<file path="config.mk">
export PLATFORM = sky130hd
export DESIGN_NAME = cabinet_output_interlock_ctrl
export DESIGN_NICKNAME = d
export VERILOG_FILES = /design/src/logic/cab_pkg.sv /design/src/logic/sec_tick.sv /design/src/logic/hour_meter.sv /design/src/logic/cabinet_output_interlock_ctrl.sv
export SDC_FILE = /design/constraint.sdc
export NUM_CORES = 1
export LEC_CHECK = 0
export BUFFER_PORTS_ARGS = -buffer_cell sky130_fd_sc_hd__buf_2
export CAP_MARGIN = 20
export CORE_MARGIN = 2
export CORE_UTILIZATION = 45
export DETAILED_ROUTE_END_ITERATION = 10
export HOLD_SLACK_MARGIN = 0.06
export SLEW_MARGIN = 20
export SYNTH_ARGS = -nofsm -noshare
export SYNTH_HDL_FRONTEND = slang
export SYNTH_SLANG_ARGS = --single-unit
</file>
<file path="constraint.sdc">
create_clock -name core_clk -period 12.08 [get_ports core_clk]
set_input_delay 2.416 -clock core_clk [delete_from_list [all_inputs] [get_ports core_clk]]
set_output_delay 2.416 -clock core_clk [all_outputs]
set_load 0.005 [all_outputs]
</file>
<file path="src/logic/cab_pkg.sv">
// Shared constants, register map and state codes of the cabinet controller
package cab_pkg;
  // Timing
  localparam int        CLK_HZ        = 100_000_000;
  localparam int        SEC_PER_MIN   = 60;
  localparam int        SEC_PER_HOUR  = 3600;
  localparam int        WARMUP_S      = 180;
  localparam int        SILENCE_MIN   = 15;
  localparam int        SILENCE_S     = SILENCE_MIN * SEC_PER_MIN;
  localparam int        DECON_TOTAL_H = 3;
  localparam int        DECON_RUN_MIN = 1;
  localparam int        LAMP_LIFE_H   = 5000;
  localparam int        NSTART        = 4;
  localparam logic [15:0] DECON_TOTAL_RST = 16'(DECON_TOTAL_H * SEC_PER_HOUR);
  localparam logic [15:0] DECON_RUN_RST   = 16'(DECON_RUN_MIN * SEC_PER_MIN);
  localparam logic [15:0] START_RST [NSTART] = '{16'h0e10, 16'h1518, 16'h1c20, 16'h2328};
  localparam logic [15:0] WARMUP_CNT      = 16'(WARMUP_S);
  localparam logic [15:0] SILENCE_CNT     = 16'(SILENCE_S);
  localparam logic [19:0] LAMP_LIFE_CNT   = 20'(LAMP_LIFE_H);
  // Register byte offsets
  localparam logic [7:0] OPT_OFS    = 8'h00;
  localparam logic [7:0] PASS_OFS   = 8'h04;
  localparam logic [7:0] TOTAL_OFS  = 8'h08;
  localparam logic [7:0] RUN_OFS    = 8'h0c;
  localparam logic [7:0] START_OFS  = 8'h10;
  localparam logic [7:0] CMD_OFS    = 8'h20;
  localparam logic [7:0] STAT_OFS   = 8'h24;
  localparam logic [7:0] BHRS_OFS   = 8'h28;
  localparam logic [7:0] LHRS_OFS   = 8'h2c;
  localparam logic [7:0] NEXT_OFS   = 8'h30;
  localparam logic [7:0] LEFT_OFS   = 8'h34;
  // Option bits
  localparam int OPT_SYNC_FAN    = 0;
  localparam int OPT_SYNC_LIGHT  = 1;
  localparam int OPT_SYNC_DC     = 2;
  localparam int OPT_SYNC_ACC    = 3;
  localparam int OPT_SYNC_OUTLET = 4;
  localparam int OPT_FLOW_OFF    = 5;
  localparam int OPT_LAMP_ANY    = 6;
  localparam int OPT_WARM_ALARM  = 7;
  localparam int OPT_SILENCE_EN  = 8;
  localparam int OPT_NIGHT_EN    = 9;
  localparam int OPT_AUTO_RST    = 10;
  localparam int OPT_PASS_EN     = 11;
  localparam int OPT_W           = 12;
  localparam logic [11:0] OPT_RST = 12'h500;
  // Decon command bits
  localparam int CMD_GO      = 0;
  localparam int CMD_SEALED  = 1;
  localparam int CMD_GAS     = 2;
  localparam int CMD_STOPPED = 3;
  // Password key codes, first key in the low field
  localparam logic [1:0] KEY_BLOWER = 2'h1;
  localparam logic [1:0] KEY_HIDDEN = 2'h2;
  localparam logic [5:0] PASS_RST   = {KEY_BLOWER, KEY_HIDDEN, KEY_BLOWER};
  localparam logic [1:0] PASS_LAST  = 2'h2;
  typedef enum logic [3:0] {
    BLW_OFF   = 4'h1,
    BLW_WARM  = 4'h2,
    BLW_RUN   = 4'h4,
    BLW_NIGHT = 4'h8
  } blower_state_type;
endpackage : cab_pkg

</file>
<file path="src/logic/sec_tick.sv">
// One-second tick generator
`timescale 1ns/100ps
`default_nettype none
module sec_tick #(
  parameter int CYCLES = 100_000_000
) (
  // Clock and reset
  input  wire logic core_clk,
  input  wire logic rst_b,
  // Tick
  output logic      tick
);
  logic [31:0] count_reg;

  always_ff @(posedge core_clk or negedge rst_b) begin
    if (!rst_b) begin
      count_reg <= 32'h0;
      tick      <= 1'b0;
    end else if (count_reg == 32'(CYCLES - 1)) begin
      count_reg <= 32'h0;
      tick      <= 1'b1;
    end else begin
      count_reg <= count_reg + 32'h1;
      tick      <= 1'b0;
    end
  end
endmodule : sec_tick
`default_nettype wire

</file>
<file path="src/logic/hour_meter.sv">
// Running-hours accumulator fed by the second tick
`timescale 1ns/100ps
`default_nettype none
module hour_meter (
  // Clock and reset
  input  wire logic        core_clk,
  input  wire logic        rst_b,
  // Control
  input  wire logic        tick,
  input  wire logic        run,
  input  wire logic        clear,
  // Count
  output logic [19:0]      hours
);
  logic [11:0] secs_reg;

  always_ff @(posedge core_clk or negedge rst_b) begin
    if (!rst_b) begin
      secs_reg <= 12'h0;
      hours    <= 20'h0;
    end else if (clear) begin
      secs_reg <= 12'h0;
      hours    <= 20'h0;
    end else if (tick && run) begin
      if (secs_reg == 12'(cab_pkg::SEC_PER_HOUR - 1)) begin
        secs_reg <= 12'h0;
        hours    <= hours + 20'h1;
      end else begin
        secs_reg <= secs_reg + 12'h1;
      end
    end
  end
endmodule : hour_meter
`default_nettype wire

</file>
<file path="src/logic/cabinet_output_interlock_ctrl.sv">
// Cabinet output interlock, alarm, blower and decontamination control
//
// The implementer's own choices: the register addresses and the APB interface to the registers.
`timescale 1ns/100ps
`default_nettype none
module cabinet_output_interlock_ctrl #(
  parameter int SEC_CYCLES = cab_pkg::CLK_HZ
) (
  // Clock and reset
  input  wire logic        core_clk,
  input  wire logic        rst_b,
  // APB
  input  wire logic        psel,
  input  wire logic        penable,
  input  wire logic        pwrite,
  input  wire logic [7:0]  paddr,
  input  wire logic [31:0] pwdata,
  output logic [31:0]      prdata,
  output logic             pready,
  output logic             pslverr,
  // Front panel key pulses
  input  wire logic        blower_key,
  input  wire logic        hidden_key,
  input  wire logic        light_key,
  input  wire logic        outlet_key,
  input  wire logic        lamp_key,
  input  wire logic        silence_key,
  // Cabinet sensors
  input  wire logic        sash_closed,
  input  wire logic        airflow_fault,
  input  wire logic        blower_was_running,
  // Power outputs
  output logic             blower_on,
  output logic             blower_low_speed,
  output logic             fan_relay,
  output logic             work_light,
  output logic             dc_out,
  output logic             acc_outlet,
  output logic             outlet_power,
  output logic             germ_lamp,
  // Alarms and indicators
  output logic             alarm_relay,
  output logic             alarm_audible,
  output logic             alarm_visual,
  output logic             blower_led_blink,
  output logic             light_led_blink,
  output logic             overnight_ind,
  output logic             lamp_led_fast,
  output logic             lamp_replace,
  output logic             decon_active,
  output logic             blower_run_mem
);
  localparam int NS = cab_pkg::NSTART;

  function automatic logic is_active(input cab_pkg::blower_state_type s);
    is_active = (s == cab_pkg::BLW_RUN) || (s == cab_pkg::BLW_NIGHT);
  endfunction : is_active

  function automatic logic is_mapped(input logic [7:0] a);
    is_mapped = (a[1:0] == 2'h0) && (a <= cab_pkg::LEFT_OFS);
  endfunction : is_mapped

  cab_pkg::blower_state_type state_reg, state_next;
  logic [11:0] opt_reg;
  logic [5:0]  pass_reg;
  logic [15:0] total_reg, run_reg;
  logic [15:0] start_reg [NS];
  logic [15:0] warm_reg, silence_reg, elapsed_reg;
  logic [1:0]  pass_idx_reg;
  logic        light_reg, outlet_reg, lamp_reg, light_forced_reg;
  logic        boot_reg;
  logic        tick;
  logic [19:0] blower_hours, lamp_hours;
  logic [NS-1:0] in_window;
  logic [15:0] next_s;
  logic [31:0] rdata;
  logic        wr, rd_setup, active, raw_alarm, pass_ok, start_req, decon_go;
  logic [1:0]  key_code;

  sec_tick #(.CYCLES(SEC_CYCLES)) u_tick (
    .core_clk (core_clk),
    .rst_b    (rst_b),
    .tick     (tick)
  );

  hour_meter u_blower_hours (
    .core_clk (core_clk),
    .rst_b    (rst_b),
    .tick     (tick),
    .run      (active),
    .clear    (1'b0),
    .hours    (blower_hours)
  );

  hour_meter u_lamp_hours (
    .core_clk (core_clk),
    .rst_b    (rst_b),
    .tick     (tick),
    .run      (lamp_reg),
    .clear    (wr && paddr == cab_pkg::LHRS_OFS),
    .hours    (lamp_hours)
  );

  assign wr       = psel && penable && pwrite;
  assign rd_setup = psel && !penable;
  assign active   = is_active(state_reg);
  assign pready   = psel && penable;
  assign pslverr  = psel && penable && !is_mapped(paddr);

  // Register writes
  always_ff @(posedge core_clk or negedge rst_b) begin
    if (!rst_b) begin
      opt_reg   <= cab_pkg::OPT_RST;
      pass_reg  <= cab_pkg::PASS_RST;
      total_reg <= cab_pkg::DECON_TOTAL_RST;
      run_reg   <= cab_pkg::DECON_RUN_RST;
    end else if (wr) begin
      if (paddr == cab_pkg::OPT_OFS) opt_reg <= pwdata[cab_pkg::OPT_W-1:0];
      if (paddr == cab_pkg::PASS_OFS) pass_reg <= pwdata[5:0];
      if (paddr == cab_pkg::TOTAL_OFS) total_reg <= pwdata[15:0];
      if (paddr == cab_pkg::RUN_OFS) run_reg <= pwdata[15:0];
    end
  end

  // Start offsets, one word each
  for (genvar i = 0; i < NS; i++) begin : g_start
    always_ff @(posedge core_clk or negedge rst_b) begin
      if (!rst_b) begin
        start_reg[i] <= cab_pkg::START_RST[i];
      end else if (wr && paddr == cab_pkg::START_OFS + 8'(4 * i)) begin
        start_reg[i] <= pwdata[15:0];
      end
    end
    assign in_window[i] = (elapsed_reg >= start_reg[i])
                       && (elapsed_reg < start_reg[i] + run_reg);
  end

  // Read mux; data latched in the setup cycle so it stands through access
  always_comb begin
    rdata = 32'h0;
    unique case (paddr)
      cab_pkg::OPT_OFS:   rdata = {20'h0, opt_reg};
      cab_pkg::PASS_OFS:  rdata = {26'h0, pass_reg};
      cab_pkg::TOTAL_OFS: rdata = {16'h0, total_reg};
      cab_pkg::RUN_OFS:   rdata = {16'h0, run_reg};
      cab_pkg::STAT_OFS:  rdata = {21'h0, silence_reg != 16'h0, decon_active,
                                   lamp_replace, alarm_visual, lamp_reg,
                                   outlet_reg, light_reg, state_reg};
      cab_pkg::BHRS_OFS:  rdata = {12'h0, blower_hours};
      cab_pkg::LHRS_OFS:  rdata = {12'h0, lamp_hours};
      cab_pkg::NEXT_OFS:  rdata = {16'h0, next_s};
      cab_pkg::LEFT_OFS:  rdata = {16'h0, decon_active ? total_reg - elapsed_reg : 16'h0};
      default: begin
        for (int i = 0; i < NS; i++) begin
          if (paddr == cab_pkg::START_OFS + 8'(4 * i)) rdata = {16'h0, start_reg[i]};
        end
      end
    endcase
  end

  always_ff @(posedge core_clk or negedge rst_b) begin
    if (!rst_b) begin
      prdata <= 32'h0;
    end else if (rd_setup) begin
      prdata <= rdata;
    end
  end

  // Password matching on blower and hidden keys
  assign key_code = blower_key ? cab_pkg::KEY_BLOWER : cab_pkg::KEY_HIDDEN;
  assign pass_ok  = (key_code == pass_reg[2*pass_idx_reg +: 2]);
  assign start_req = blower_key && (!opt_reg[cab_pkg::OPT_PASS_EN]
                  || (pass_ok && pass_idx_reg == cab_pkg::PASS_LAST));

  always_ff @(posedge core_clk or negedge rst_b) begin
    if (!rst_b) begin
      pass_idx_reg <= 2'h0;
    end else if (state_reg != cab_pkg::BLW_OFF || !opt_reg[cab_pkg::OPT_PASS_EN]) begin
      pass_idx_reg <= 2'h0;
    end else if (blower_key || hidden_key) begin
      if (!pass_ok || pass_idx_reg == cab_pkg::PASS_LAST) pass_idx_reg <= 2'h0;
      else pass_idx_reg <= pass_idx_reg + 2'h1;
    end
  end

  // Restart memory is taken one edge after reset release
  always_ff @(posedge core_clk or negedge rst_b) begin
    if (!rst_b) begin
      boot_reg <= 1'b1;
    end else begin
      boot_reg <= 1'b0;
    end
  end

  // Blower state
  always_comb begin
    state_next = state_reg;
    unique case (state_reg)
      cab_pkg::BLW_OFF: begin
        if (boot_reg && blower_was_running && opt_reg[cab_pkg::OPT_AUTO_RST]) begin
          state_next = cab_pkg::BLW_WARM;
        end else if (start_req && !decon_active) begin
          state_next = cab_pkg::BLW_WARM;
        end
      end
      cab_pkg::BLW_WARM: begin
        if (blower_key) state_next = cab_pkg::BLW_OFF;
        else if (tick && warm_reg == 16'h1) state_next = cab_pkg::BLW_RUN;
      end
      cab_pkg::BLW_RUN: begin
        if (blower_key) state_next = cab_pkg::BLW_OFF;
        else if (opt_reg[cab_pkg::OPT_NIGHT_EN] && sash_closed) begin
          state_next = cab_pkg::BLW_NIGHT;
        end
      end
      cab_pkg::BLW_NIGHT: begin
        if (blower_key) state_next = cab_pkg::BLW_OFF;
        else if (!sash_closed || !opt_reg[cab_pkg::OPT_NIGHT_EN]) begin
          state_next = cab_pkg::BLW_RUN;
        end
      end
    endcase
  end

  always_ff @(posedge core_clk or negedge rst_b) begin
    if (!rst_b) begin
      state_reg <= cab_pkg::BLW_OFF;
    end else begin
      state_reg <= state_next;
    end
  end

  // Warm-up countdown in seconds
  always_ff @(posedge core_clk or negedge rst_b) begin
    if (!rst_b) begin
      warm_reg <= 16'h0;
    end else if (state_reg == cab_pkg::BLW_OFF) begin
      warm_reg <= cab_pkg::WARMUP_CNT;
    end else if (tick && warm_reg != 16'h0) begin
      warm_reg <= warm_reg - 16'h1;
    end
  end

  // Work light, outlet and germicidal lamp switches
  always_ff @(posedge core_clk or negedge rst_b) begin
    if (!rst_b) begin
      light_reg        <= 1'b0;
      light_forced_reg <= 1'b0;
    end else if (state_reg == cab_pkg::BLW_NIGHT) begin
      light_reg <= 1'b0;
      if (light_reg) light_forced_reg <= 1'b1;
    end else begin
      light_forced_reg <= 1'b0;
      if (light_key) light_reg <= !light_reg;
    end
  end

  always_ff @(posedge core_clk or negedge rst_b) begin
    if (!rst_b) begin
      outlet_reg <= 1'b0;
    end else if (outlet_key) begin
      outlet_reg <= !outlet_reg;
    end
  end

  always_ff @(posedge core_clk or negedge rst_b) begin
    if (!rst_b) begin
      lamp_reg <= 1'b0;
    end else if (!sash_closed && !opt_reg[cab_pkg::OPT_LAMP_ANY]) begin
      lamp_reg <= 1'b0;
    end else if (lamp_key) begin
      lamp_reg <= !lamp_reg;
    end
  end

  // Alarm conditions
  assign raw_alarm = airflow_fault && !opt_reg[cab_pkg::OPT_FLOW_OFF]
                  && (active || (state_reg == cab_pkg::BLW_WARM
                  && opt_reg[cab_pkg::OPT_WARM_ALARM]));

  // Silence timer; the silence key aborts decon instead while one runs
  always_ff @(posedge core_clk or negedge rst_b) begin
    if (!rst_b) begin
      silence_reg <= 16'h0;
    end else if (silence_key && raw_alarm && !decon_active
                 && opt_reg[cab_pkg::OPT_SILENCE_EN]) begin
      silence_reg <= cab_pkg::SILENCE_CNT;
    end else if (!raw_alarm) begin
      silence_reg <= 16'h0;
    end else if (tick && silence_reg != 16'h0) begin
      silence_reg <= silence_reg - 16'h1;
    end
  end

  // Decontamination sequence
  assign decon_go = wr && paddr == cab_pkg::CMD_OFS && pwdata[cab_pkg::CMD_GO]
                 && pwdata[cab_pkg::CMD_SEALED] && pwdata[cab_pkg::CMD_GAS]
                 && pwdata[cab_pkg::CMD_STOPPED]
                 && state_reg == cab_pkg::BLW_OFF;

  always_ff @(posedge core_clk or negedge rst_b) begin
    if (!rst_b) begin
      decon_active <= 1'b0;
      elapsed_reg  <= 16'h0;
    end else if (decon_go && !decon_active) begin
      decon_active <= 1'b1;
      elapsed_reg  <= 16'h0;
    end else if (decon_active) begin
      if (silence_key || elapsed_reg >= total_reg) begin
        decon_active <= 1'b0;
      end else if (tick) begin
        elapsed_reg <= elapsed_reg + 16'h1;
      end
    end
  end

  // Seconds to the nearest start still ahead
  always_comb begin
    next_s = 16'h0;
    for (int i = NS - 1; i >= 0; i--) begin
      if (decon_active && start_reg[i] > elapsed_reg
          && (next_s == 16'h0 || start_reg[i] - elapsed_reg < next_s)) begin
        next_s = start_reg[i] - elapsed_reg;
      end
    end
  end

  // Registered outputs
  always_ff @(posedge core_clk or negedge rst_b) begin
    if (!rst_b) begin
      blower_on        <= 1'b0;
      blower_low_speed <= 1'b0;
      fan_relay        <= 1'b0;
      work_light       <= 1'b0;
      dc_out           <= 1'b0;
      acc_outlet       <= 1'b0;
      outlet_power     <= 1'b0;
      germ_lamp        <= 1'b0;
      alarm_relay      <= 1'b0;
      alarm_audible    <= 1'b0;
      alarm_visual     <= 1'b0;
      blower_led_blink <= 1'b0;
      light_led_blink  <= 1'b0;
      overnight_ind    <= 1'b0;
      lamp_led_fast    <= 1'b0;
      lamp_replace     <= 1'b0;
      blower_run_mem   <= 1'b0;
    end else begin
      blower_on        <= state_reg != cab_pkg::BLW_OFF
                       || (decon_active && |in_window);
      blower_low_speed <= state_reg == cab_pkg::BLW_NIGHT;
      fan_relay        <= opt_reg[cab_pkg::OPT_SYNC_FAN] ? active
                       : state_reg != cab_pkg::BLW_OFF;
      work_light       <= light_reg && (active
                       || !opt_reg[cab_pkg::OPT_SYNC_LIGHT]);
      dc_out           <= active || !opt_reg[cab_pkg::OPT_SYNC_DC];
      acc_outlet       <= active || !opt_reg[cab_pkg::OPT_SYNC_ACC];
      outlet_power     <= outlet_reg && (active
                       || !opt_reg[cab_pkg::OPT_SYNC_OUTLET]);
      germ_lamp        <= lamp_reg && (sash_closed
                       || opt_reg[cab_pkg::OPT_LAMP_ANY]);
      alarm_relay      <= raw_alarm;
      alarm_visual     <= raw_alarm;
      alarm_audible    <= raw_alarm && silence_reg == 16'h0;
      blower_led_blink <= state_reg == cab_pkg::BLW_WARM
                       || state_reg == cab_pkg::BLW_NIGHT;
      light_led_blink  <= light_forced_reg;
      overnight_ind    <= state_reg == cab_pkg::BLW_NIGHT;
      lamp_led_fast    <= lamp_hours >= cab_pkg::LAMP_LIFE_CNT;
      lamp_replace     <= lamp_hours >= cab_pkg::LAMP_LIFE_CNT;
      blower_run_mem   <= active;
    end
  end
endmodule : cabinet_output_interlock_ctrl
`default_nettype wire

</file>
Word-level counts from Yosys, hierarchy flattened
Cells that the tools add are included.
{"block": "totals", "reg_bits": 317, "out_inout_bits": 52, "inputBits": 54}
{"block": "op_classes", "add_sub_neg": 18, "magnitude_cmp": 18, "muxes": 51, "shift": 1, "n_eq_ne": 31, "n_reduce_logical": 110}
{"operator": "32-bit case mux with 9 select lines", "count": 1}
{"operator": "16-bit 2-to-1 mux", "count": 15}
{"operator": "32-bit 2-to-1 mux", "count": 4}
{"operator": "16-bit < comparator", "count": 7}
{"operator": "16-bit >= comparator", "count": 5}
{"operator": "16-bit subtractor", "count": 5}
{"operator": "16-bit adder", "count": 4}
{"operator": "16-bit > comparator", "count": 4}
{"operator": "16-bit zero test", "count": 4}
{"operator": "20-bit 2-to-1 mux", "count": 3}
{"operator": "1-bit logical AND", "count": 51}
{"operator": "8-bit by 6-bit equality test with 1-bit output (second input constant)", "count": 6}
{"operator": "12-bit 2-to-1 mux", "count": 4}
{"operator": "20-bit by 1-bit adder with 20-bit output (second input constant)", "count": 2}
{"operator": "32-bit by 1-bit adder with 32-bit output (second input constant)", "count": 1}
{"operator": "32-bit by 27-bit equality test with 1-bit output (second input constant)", "count": 1}
{"operator": "8-bit by 5-bit equality test with 1-bit output (second input constant)", "count": 4}
{"operator": "4-bit 2-to-1 mux", "count": 8}
{"operator": "16-bit nonzero test", "count": 2}
{"operator": "16-bit by 1-bit subtractor with 16-bit output (second input constant)", "count": 2}
{"operator": "12-bit by 1-bit adder with 12-bit output (second input constant)", "count": 2}
{"operator": "12-bit equality test (second input constant)", "count": 2}
{"operator": "20-bit by 13-bit >= comparator with 1-bit output (second input constant)", "count": 1}
{"operator": "1-bit logical OR", "count": 18}
{"operator": "29 further kinds", "count": 73}

Depth between registers and ports, before layout
Gate-level depths: netlist of run 1.
{"block": "logic_depth", "word_depth": 16, "depth_mapped": 54, "mapped_depth_nobuf": 47}

By module
From an unflattened synthesis of run 1, not the netlist that was laid out.
{"block": "unflattened", "hier_cells": 2707, "area_unflattened_um2": 24672.4}
{"module": "cabinet_output_interlock_ctrl", "n_inst": 1, "cells_each": 2160, "seq_area_each_um2": 5247.5, "area_per_inst_um2": 19437.4}
{"module": "hour_meter", "n_inst": 2, "cells_each": 188, "seq_area_each_um2": 800.8, "area_per_inst_um2": 1779.2}
{"module": "sec_tick", "n_inst": 1, "cells_each": 171, "seq_area_each_um2": 825.8, "area_per_inst_um2": 1676.6}

Worst setup path after synthesis of run 1
OpenSTA, ideal clock, no wires.
{"block": "synth_timing", "kind": "register to register", "startpoint": "reg elapsed_reg[0]", "endpoint": "reg prdata[12]", "slack_ns": 2.734, "synth_period_minus_slack_ns": 9.346, "n_path_buf": 8, "path_stages_with_launch": 52, "t_arrival_ns": 9.222, "required_time_ns": 11.956, "path_cell_list": "dfrtp_1 > ha_1 > inv_1 > fa_1 > a211oi_4 > o31ai_4 > o21bai_2 > nand2_1 > a311o_2 > and3_1 > clkbuf_1 > nand2_1 > ha_1 > a21o_1 > a211o_1 > a2111oi_0 > o2111ai_1 > nand2_1 > [16 not listed] > buf_6 > buf_4 > a21oi_1 > ha_1 > a21oi_1 > nor2b_1 > o21ai_0 > nand2b_1 > a21oi_1 > nor2b_1 > o21ai_0 > nand2b_1 > a211oi_1 > nand2_1 > a211oi_4 > buf_6 > nor4_1 > a211o_1"}
{"block": "synth_between", "elab_chain_cells": 16}
{"item": "from (decl)", "line_no": "cabinet_output_interlock_ctrl.sv:68", "rtl": "logic [15:0] warm_reg, silence_reg, elapsed_reg;"}
{"item": "from (signal assigned)", "line_no": "cabinet_output_interlock_ctrl.sv:312", "rtl": "elapsed_reg <= elapsed_reg + 16'h1;"}
{"item": "16-bit > comparator", "line_no": "cabinet_output_interlock_ctrl.sv:321", "rtl": "if (decon_active && start_reg[i] > elapsed_reg"}
{"item": "1-bit logical AND", "line_no": "cabinet_output_interlock_ctrl.sv:321"}
{"item": "16-bit 2-to-1 mux", "line_no": "cabinet_output_interlock_ctrl.sv:321"}
{"item": "16-bit < comparator / 16-bit zero test (equally long branches)", "line_no": "cabinet_output_interlock_ctrl.sv:322", "rtl": "&& (next_s == 16'h0 || start_reg[i] - elapsed_reg < next_s)) begin"}
{"item": "1-bit logical OR", "line_no": "cabinet_output_interlock_ctrl.sv:322"}
{"item": "1-bit logical AND", "line_no": "cabinet_output_interlock_ctrl.sv:322"}
{"item": "16-bit 2-to-1 mux", "line_no": "cabinet_output_interlock_ctrl.sv:321"}
{"item": "16-bit < comparator / 16-bit zero test (equally long branches)", "line_no": "cabinet_output_interlock_ctrl.sv:322"}
{"item": "1-bit logical OR", "line_no": "cabinet_output_interlock_ctrl.sv:322"}
{"item": "1-bit logical AND", "line_no": "cabinet_output_interlock_ctrl.sv:322"}
{"item": "16-bit 2-to-1 mux", "line_no": "cabinet_output_interlock_ctrl.sv:321"}
{"item": "16-bit < comparator / 16-bit zero test (equally long branches)", "line_no": "cabinet_output_interlock_ctrl.sv:322"}
{"item": "1-bit logical OR", "line_no": "cabinet_output_interlock_ctrl.sv:322"}
{"item": "1-bit logical AND", "line_no": "cabinet_output_interlock_ctrl.sv:322"}
{"item": "16-bit 2-to-1 mux", "line_no": "cabinet_output_interlock_ctrl.sv:321"}
{"item": "32-bit case mux with 9 select lines (*)", "line_no": "cabinet_output_interlock_ctrl.sv:141", "rtl": "unique case (paddr)"}
{"item": "to (signal assigned)", "line_no": "cabinet_output_interlock_ctrl.sv:165", "rtl": "prdata <= rdata;"}
{"item": "to (decl)", "line_no": "cabinet_output_interlock_ctrl.sv:18", "rtl": "output logic [31:0] prdata,"}
Every way passes the cells marked *; elsewhere a longest branch is shown, timed or not.
A chain may end at the register's enable or synchronous reset.

Final worst setup path of run 1
{"block": "layout_timing", "startpoint": "reg elapsed_reg[2]", "endpoint": "reg prdata[1]"}
{"block": "layout_between", "elab_chain_cells": 16}
{"item": "16-bit > comparator", "line_no": "cabinet_output_interlock_ctrl.sv:321"}
{"item": "1-bit logical AND", "line_no": "cabinet_output_interlock_ctrl.sv:321"}
{"item": "16-bit 2-to-1 mux", "line_no": "cabinet_output_interlock_ctrl.sv:321"}
{"item": "16-bit < comparator / 16-bit zero test (equally long branches)", "line_no": "cabinet_output_interlock_ctrl.sv:322"}
{"item": "1-bit logical OR", "line_no": "cabinet_output_interlock_ctrl.sv:322"}
{"item": "1-bit logical AND", "line_no": "cabinet_output_interlock_ctrl.sv:322"}
{"item": "16-bit 2-to-1 mux", "line_no": "cabinet_output_interlock_ctrl.sv:321"}
{"item": "16-bit < comparator / 16-bit zero test (equally long branches)", "line_no": "cabinet_output_interlock_ctrl.sv:322"}
{"item": "1-bit logical OR", "line_no": "cabinet_output_interlock_ctrl.sv:322"}
{"item": "1-bit logical AND", "line_no": "cabinet_output_interlock_ctrl.sv:322"}
{"item": "16-bit 2-to-1 mux", "line_no": "cabinet_output_interlock_ctrl.sv:321"}
{"item": "16-bit < comparator / 16-bit zero test (equally long branches)", "line_no": "cabinet_output_interlock_ctrl.sv:322"}
{"item": "1-bit logical OR", "line_no": "cabinet_output_interlock_ctrl.sv:322"}
{"item": "1-bit logical AND", "line_no": "cabinet_output_interlock_ctrl.sv:322"}
{"item": "16-bit 2-to-1 mux (*)", "line_no": "cabinet_output_interlock_ctrl.sv:321"}
{"item": "32-bit case mux with 9 select lines (*)", "line_no": "cabinet_output_interlock_ctrl.sv:141"}
Marked as above.

==> results.md, run 1 <==
* Post-synthesis area per instance at 9.21 um2
* Cell Rows at 84
* CTS tree: yes
* Longest Clk Path Bufs at 3
* Worst-margin pin slew at 1.09 ns
* Worst-path clk slew at 0.06 ns
* Worst path most repeated cell: a21oi_1
* Dpl hpwl at 61.2 mm
* Placed cell count at 3291
* Status: completed
* Cell variety after synth at 98
* Largest net degree at the start of global routing at 91
* Post-synthesis register bit count at 305
* Data required, critical path at 12.52 ns
* Routed WL at 80.1 mm
* Drt wl/cell at 23.8 um
* Type of the worst setup path: flip-flop to flip-flop
* PwrDens at 97.8 nW/um2
* Clock skew at 0.0210 ns
* Fmax achieved at 93.7 MHz
* GRT Util Overall at 29.3%
* Die height at 234 um
* Largest register FFs at 64
* Initial drt markers at 1763
* VDD IR max at 0.000142 V
* Via density at 6.13
* Setup Buffers After CTS at 0
* Most common cell after layout, fill and taps aside: dfrtp_1
* Core Util, Final at 50.0%
* Nets at 2962
* Slowest stage delay, CP at 0.64 ns
* Yosys Warn Count at 0
* Core footprint at 52300 um2
* First-pass DRT Iterations at 6
* Final setup violation count at 0
* Global route total overflow at 0
* Clock sink count at 305
* Hold Violations, Final at 0
* Residual DRC at 0
* RSZ-0062 raised after global routing: no
* Hold buffers post-CTS at 0
* Post-CTS Resized at 0
* Crit path time final at 10.68 ns
* Post-synth EDFFs at 0
* Post-synth ARST share at 100%
* Setup tns final at 0 ns
* Syn Inst Count at 2579
* Seq/Total Area, Yosys at 32.3%
* Die width at 234 um
* Crit share post-route at 88.4%
* Starting Density at 45.4%
* CP max stage cell: a211oi_4
* Min-Delay Path Class: flip-flop to flip-flop
* CP delay by family, top: compound AO/OA/AOI/OAI gates
* Fill count at 4882
* Crit start category: flip-flop
* Initial antenna violation count at 2
* LEAKAGE at 12.0 nW
* Crit-path max FO at 23
* CTS buffer count at 38
* Fraction of layout cells with a size suffix above 1 at 13.7%
* Mapped cell area at 23800 um2
* H-tree depth at 2
* Clock Latency Late Sink at 0.56 ns
* Antenna Violating Nets Remaining at 0
* Commonest cells after routing, fill and taps aside: dfrtp_1 (271), ha_1 (255), nor2_1 (251), a21oi_1 (174), nand2_1 (164)
* Vias in the first global route at 19900
* Port bufs at 77
* Worst setup EP type: flip-flop
* Worst slew margin at 26.8%
* Critical Path AT at 11.11 ns
* Clk root buf: clkbuf_16
* Placer Congestion at 1.00
* Ports at 106
* Max Slew Vio Count at 0
* Die area at 54700 um2
* Non-filler instance count after layout at 3362
* First-pass GRT wire length at 121 mm
* Buf+Inv Stages, Crit Path at 2
* Synth Flop Type: dfrtp_1
* Final Power at 2.56 mW
* Via Count at 20600
* P&R area growth vs syn at 10.1%
* Maxcap violations at 0
-- metal layers --
| layer | routed length (um) | track usage [%] | part of all wire, % | vias to the layer above |
|---|---|---|---|---|
| met5 | 10 | 0 | 0.012 | - |
| met4 | 4180 | 14.3 | 5.2 | 2 |
| met3 | 5390 | 4.58 | 6.7 | 203 |
| met2 | 35700 | 46.4 | 45 | 796 |
| met1 | 34800 | 39.2 | 43 | 10100 |
| li1 | - | - | - | 9551 |
-- through the flow --
step | worst slack [ns] | cell area (um2) | hold slack [ns]
3_5_place_dp | 1.62 | 24800 | 0.371
2_1_floorplan | 2.73 | 23800 | 0.355
4_1_cts | 1.53 | 26100 | 0.389
3_3_place_gp | 1.70 | 24800 | 0.381
6_report | 1.40 | 26200 | 0.392
5_1_grt | 0.756 | 26200 | 0.400
-- power breakdown --
| part | switching, mW | internal (mW) |
|---|---|---|
| combinational | 0.155 | 0.0911 |
| sequential | 0.0475 | 1.06 |
| clock | 0.473 | 0.731 |
| total | 0.676 | 1.88 |
-- worst paths after layout --
path	cells after the start	end	from	slack, ns
worst max-delay path	45	prdata[1]	elapsed_reg[2]	1.40
max in group asynchronous	3	u_blower_hours.hours[9]	rst_b	8.19
min in group asynchronous	1	warm_reg[11]	rst_b	1.84
worst min register to register	0	light_led_blink	light_forced_reg	0.39
worst min-delay path	0	light_led_blink	light_forced_reg	0.39
worst max register to register	45	prdata[1]	elapsed_reg[2]	1.40
-- Yosys cell counts (all sizes together) (14+ instances only) --
cell | number | area (um2)
a211oi | 29 | 253
a21o | 75 | 563
a21oi | 176 | 888
a221oi | 23 | 225
a22oi | 27 | 203
and3 | 37 | 231
buf | 33 | 248
clkbuf | 60 | 226
dfrtp | 271 | 6780
dfstp | 34 | 893
ha | 255 | 3190
inv | 128 | 480
mux2 | 119 | 1340
mux2i | 15 | 150
nand2 | 164 | 616
nand2b | 28 | 175
nand3 | 79 | 400
nand4 | 54 | 344
nor2 | 253 | 955
nor2b | 22 | 140
nor3 | 39 | 200
nor4 | 21 | 131
o2111ai | 17 | 149
o211ai | 25 | 188
o21ai | 97 | 497
o21bai | 43 | 327
o31ai | 14 | 119
or3 | 15 | 93.8
or4 | 15 | 113
xnor2 | 154 | 1350
xor2 | 83 | 727
-- area by class of cell --
type | count | area [um2] | area share, %
Multi-Input combinational cell | 2065 | 15200 | 58.1
Sequential cell | 305 | 7670 | 29.3
Clock buffer | 50 | 1060 | 4.04
Tap cell | 688 | 861 | 3.29
Timing Repair Buffer | 106 | 624 | 2.39
Inverter | 128 | 480 | 1.84
Clock inverter | 19 | 269 | 1.03
Antenna cell | 1 | 2.50 | 0.00956
-- logic make-up after synthesis --
logic type               synth area share [%]
adder cells (fa/ha/maj)                  14.2
AND/OR/NAND/NOR                          16.0
other                                  0.0158
buffers and inverters                    4.02
XOR/XNOR                                 8.74
multiplexers                             6.27
flip-flops                               32.3
AO/OA/AOI/OAI                            18.4
No activity file was read; power rests on OpenSTA's default activity.
==> run 2, diff against run 1 <==
- PLACE_DENSITY: default -> 0.59
- SKIP_CTS_REPAIR_TIMING: default -> 1
==> results.md, run 2 (synthesis results as in run 1) <==
* Status: completed
* Residual DRC at 0 (unchanged)
* Via density at 6.09 (-0.65%)
* Type of the worst setup path: flip-flop to flip-flop
* Crit-path max FO at 23 (unchanged)
* Data required, critical path at 12.51 ns (about the same)
* Worst slew margin at 21.5% (-5.3 points)
* GRT Util Overall at 29.3% (about the same)
* Placer Congestion at 1.00 (+0.45%)
* RSZ-0062 raised after global routing: no
* Worst hold stages at 0 (unchanged)
* Antenna Violating Nets Remaining at 0 (unchanged)
* First-pass DRT Iterations at 8 (+2)
* Initial antenna violation count at 2 (unchanged)
* Clk root buf: clkbuf_16
* Hold path endpoint: light_led_blink
* Final Power at 2.46 mW (-4.0%)
* Nets at 2956 (-0.20%)
* Slowest stage delay, CP at 0.60 ns (-0.04 ns)
* Worst-margin pin slew at 1.16 ns (+0.0681 ns)
* Starting Density at 45.4% (unchanged)
* Largest register FFs at 64 (unchanged)
* DRT met1 WL at 34.3 mm (-1.5%)
* FF-to-FF path depth at 45 (unchanged)
* Buf+Inv Stages, Crit Path at 2 (unchanged)
* Die area at 54700 um2 (unchanged)
* Core footprint at 52300 um2 (unchanged)
* Most common cell after layout, fill and taps aside: dfrtp_1
* CP delay by family, top: compound AO/OA/AOI/OAI gates
* Worst-path clk slew at 0.06 ns (about the same)
* Max Used Layer: met5
* Met3 Wirelength at 5.41 mm (+0.37%)
* Cell Rows at 84 (unchanged)
* Die height at 234 um (unchanged)
* Fill count at 4936 (+1.1%)
* Seq. cell area at 7670 um2 (unchanged)
* Initial drt markers at 1756 (-0.40%)
* Crit path time final at 10.81 ns (+0.136 ns)
* Longest Clk Path Bufs at 3 (unchanged)
* DR WL met2 at 36.0 mm (+0.79%)
* R2R Setup Slk at 1.27 ns (-0.14 ns)
* Die width at 234 um (unchanged)
* Crit share post-route at 89.5% (+1.1 points)
* CTS tree: yes
* PwrDens at 94.4 nW/um2 (-3.5%)
* Final setup violation count at 0 (unchanged)
* Core Util, Final at 49.7% (-0.28 points)
* Reg2reg end: prdata[1]
* H-tree depth at 2 (unchanged)
* Clock Latency Late Sink at 0.56 ns (about the same)
* Routed WL at 80.2 mm (+0.11%)
* LEAKAGE at 11.9 nW (-0.67%)
* Worst path most repeated cell: a21oi_1
* Fmax achieved at 92.5 MHz (-1.3%)
* Via Count at 20400 (-0.92%)
* Hold Violations, Final at 0 (unchanged)
* RR Startpoint: elapsed_reg[3]
* Drt wl/cell at 23.9 um (+0.38%)
* P&R area growth vs syn at 9.48%
* First-pass GRT wire length at 121 mm (-0.45%)
* Worst setup EP type: flip-flop
* Setup WS pre-CTS at 1.56 ns (-0.0646 ns)
* CTS buffer count at 35 (-7.9%)
* Vias in the first global route at 19600 (-1.6%)
* CP max stage cell: nor3_1
* Fraction of layout cells with a size suffix above 1 at 13.3% (-0.32 points)
* Clock sink count at 305 (unchanged)
* Hold Startpoint: light_forced_reg
* Fin area at 26000 um2 (-0.57%)
* Area of the multi-input gates at 15200 um2 (about the same)
* Setup tns final at 0 ns (unchanged)
* Largest net degree at the start of global routing at 183 (+100%)
* Max Slew Vio Count at 0 (unchanged)
* Maxcap violations at 0 (unchanged)
* Dpl hpwl at 61.2 mm (about the same)
* Critical Path AT at 11.24 ns (+0.13 ns)
* Crit start category: flip-flop
* Clock skew at 0.0365 ns (+0.0154 ns)
* Port bufs at 77 (unchanged)
* VDD IR max at 0.000116 V (-18%)
* Fin worst setup slack at 1.27 ns (-0.136 ns)
* Min-Delay Path Class: flip-flop to flip-flop
* Ports at 106 (unchanged)
* Cell Area, Placed at 24800 um2 (about the same)
* Commonest cells after routing, fill and taps aside: dfrtp_1 (271), ha_1 (255), nor2_1 (251), a21oi_1 (174), nand2_1 (164)
* Global route total overflow at 0 (unchanged)
[run 2: worst max path at each step]
| stage | start | end | slack [ns] | cells past startpoint |
|---|---|---|---|---|
| finish | elapsed_reg[3] | prdata[1] | 1.27 | 45 |
| global route | elapsed_reg[3] | prdata[1] | 0.55 | 45 |
| CTS | elapsed_reg[3] | prdata[1] | 1.47 | 45 |
| detailed placement | elapsed_reg[3] | prdata[1] | 1.56 | 45 |
| global placement | elapsed_reg[3] | prdata[1] | 1.70 | 45 |
| floorplan | elapsed_reg[0] | prdata[12] | 2.73 | 51 |
[run 2: layer usage]
layer	up-vias	track usage, %
li1	9520	-
met1	9987	38.9
met2	730	46.9
met3	192	4.22
met4	4	14.6
met5	-	0
[run 2: layout make-up]
| class | count | area share (%) |
|---|---|---|
| antenna | 2 | 0.0192 |
| clock buffer | 48 | 3.79 |
| clock inverter | 14 | 0.707 |
| inverter | 128 | 1.85 |
| multi-input combinational | 2065 | 58.4 |
| sequential | 305 | 29.5 |
| tap | 688 | 3.31 |
| timing repair buffer | 103 | 2.40 |
[run 2: power breakdown]
part / switching, mW / total (mW) / internal (mW)
Clock: 0.442 / 1.10 / 0.658
Combinational: 0.153 / 0.246 / 0.0922
Sequential: 0.0491 / 1.11 / 1.06
[run 2: metrics by stage]
| step | std cells | hold slack (ns) |
|---|---|---|
| floorplan | 2591 | 0.355 |
| global placement | 3288 | 0.375 |
| detailed placement | 3288 | 0.372 |
| CTS | 3350 | 0.387 |
| global route | 3351 | 0.389 |
| finish | 3353 | 0.385 |
==> run 3, diff against run 2 <==
- PLACE_DENSITY: 0.59 -> 0.64
==> results.md, run 3 (synthesis results as in run 1) <==
* Met3 GRT Util at 5.25% (+1.0 points)
* Most common cell after layout, fill and taps aside: dfrtp_1
* Crit share post-route at 90.0% (+0.44 points)
* Critical Path AT at 11.26 ns (+0.02 ns)
* Core footprint at 52300 um2 (unchanged)
* Crit path time final at 10.87 ns (+0.0533 ns)
* Slowest stage delay, CP at 1.18 ns (+0.58 ns)
* Clock Latency Late Sink at 0.57 ns (about the same)
* Core Util, Final at 49.8% (+0.13 points)
* Maxcap violations at 0 (unchanged)
* CTS buffer count at 37 (+5.7%)
* Drt wl/cell at 24.2 um (+1.1%)
* Worst setup EP type: flip-flop
* Via density at 6.17 (+1.2%)
* Die area at 54700 um2 (unchanged)
* LEAKAGE at 11.9 nW (+0.40%)
* Setup tns final at 0 ns (unchanged)
* Largest net degree at the start of global routing at 122 (-33%)
* H-tree depth at 2 (unchanged)
* Met2 Resource Use GR at 47.3% (+0.32 points)
* Max Slew Vio Count at 0 (unchanged)
* Fraction of layout cells with a size suffix above 1 at 13.7% (+0.36 points)
* Crit-path max FO at 23 (unchanged)
* CTS tree: yes
* Port bufs at 77 (unchanged)
* RSZ-0062 raised after global routing: no
* Largest register FFs at 64 (unchanged)
* Via Count at 20700 (+1.5%)
* VDD IR max at 0.000151 V (+30%)
* Min-Delay Path Class: flip-flop to flip-flop
* First-pass GRT wire length at 123 mm (+2.4%)
* Status: completed
* Routed WL at 81.3 mm (+1.4%)
* Worst-path clk slew at 0.06 ns (about the same)
* Type of the worst setup path: flip-flop to flip-flop
* Final setup violation count at 0 (unchanged)
* Data required, critical path at 12.47 ns (-0.04 ns)
* CP max stage cell: a2111oi_1
* P&R area growth vs syn at 9.77%
* Crit start category: flip-flop
* PwrDens at 95.6 nW/um2 (+1.2%)
* Clock sink count at 305 (unchanged)
* Setup WS pre-CTS at 1.50 ns (-0.0597 ns)
* Worst path most repeated cell: a21oi_1
* Worst-margin pin slew at 1.22 ns (+0.0554 ns)
* Final Power at 2.49 mW (+1.5%)
* Worst slew margin at 18.6% (-2.9 points)
* Fin worst setup slack at 1.21 ns (-0.0533 ns)
* Ports at 106 (unchanged)
* Antenna Violating Nets Remaining at 0 (unchanged)
* Vias in the first global route at 20200 (+2.9%)
* Nets at 2965 (+0.30%)
* Commonest cells after routing, fill and taps aside: dfrtp_1 (271), ha_1 (255), nor2_1 (251), a21oi_1 (174), nand2_1 (164)
* Longest Clk Path Bufs at 3 (unchanged)
* Die height at 234 um (unchanged)
* Initial antenna violation count at 3 (+1)
* Clk root buf: clkbuf_16
* Hold Violations, Final at 0 (unchanged)
* Residual DRC at 0 (unchanged)
* Cell Rows at 84 (unchanged)
* Clock skew at 0.0282 ns (-0.00826 ns)
* Initial drt markers at 1931 (+10%)
* Grt peak-use layer: met2
* First-pass DRT Iterations at 7 (-1)
* Die width at 234 um (unchanged)
* Placer Congestion at 0.995 (-0.96%)
* Met1 GRT Util at 40.2% (+1.3 points)
* Starting Density at 45.4% (unchanged)
* Fmax achieved at 92.0 MHz (-0.49%)
* GRT Util Overall at 29.9% (+0.56 points)
* Dpl hpwl at 62.3 mm (+1.9%)
* Global route total overflow at 0 (unchanged)
==> run 3: metrics by stage <==
stage | instances | hold slack (ns) | cell area, um2
floorplan | 2591 | 0.355 | 23800
global placement | 3296 | 0.363 | 24900
detailed placement | 3296 | 0.364 | 24900
CTS | 3361 | 0.378 | 26100
global route | 3361 | 0.389 | 26100
finish | 3363 | 0.378 | 26100
==> run 3: final cells by class <==
cell class,count,area [um2]
Tap cell,688,861
Clock buffer,51,1070
Multi-Input combinational cell,2065,15200
Antenna cell,2,5.00
Fill cell,4950,26300
Clock inverter,14,154
Sequential cell,305,7670
Inverter,128,480
Timing Repair Buffer,110,643
==> run 3: worst max-delay path: cells and delay by family, from the launching register on <==
kind,cells,cell delay [ns]
AOI/OAI and AO/OA,24,5.74
buffers and inverters,3,0.56
and+or+nand+nor,15,2.64
DFF,1,0.53
adders and majority gates,4,1.20
==> run 3: final timing paths <==
path	start	end	slack (ns)	cells past startpoint
setup reg to reg	elapsed_reg[5]	prdata[2]	1.21	46
hold / removal	light_forced_reg	light_led_blink	0.38	0
max in group asynchronous	rst_b	start_reg[2]	7.89	3
hold reg to reg	light_forced_reg	light_led_blink	0.38	0
setup / recovery	elapsed_reg[5]	prdata[2]	1.21	46
min in group asynchronous	rst_b	prdata[11]	1.94	1
==> run 3: per-layer routing <==
metal / part of all wire [%] / routed length (um)
met2: 45 / 36300
met3: 7.9 / 6450
met5: 0.048 / 39
met1: 43 / 34600
met4: 4.9 / 3970
==> run 3: power breakdown <==
group	leakage (nW)	internal [mW]	switching (mW)
clock	0.603	0.666	0.469
sequential	3.96	1.06	0.0470
combinational	7.36	0.0912	0.157
total	11.9	1.82	0.673
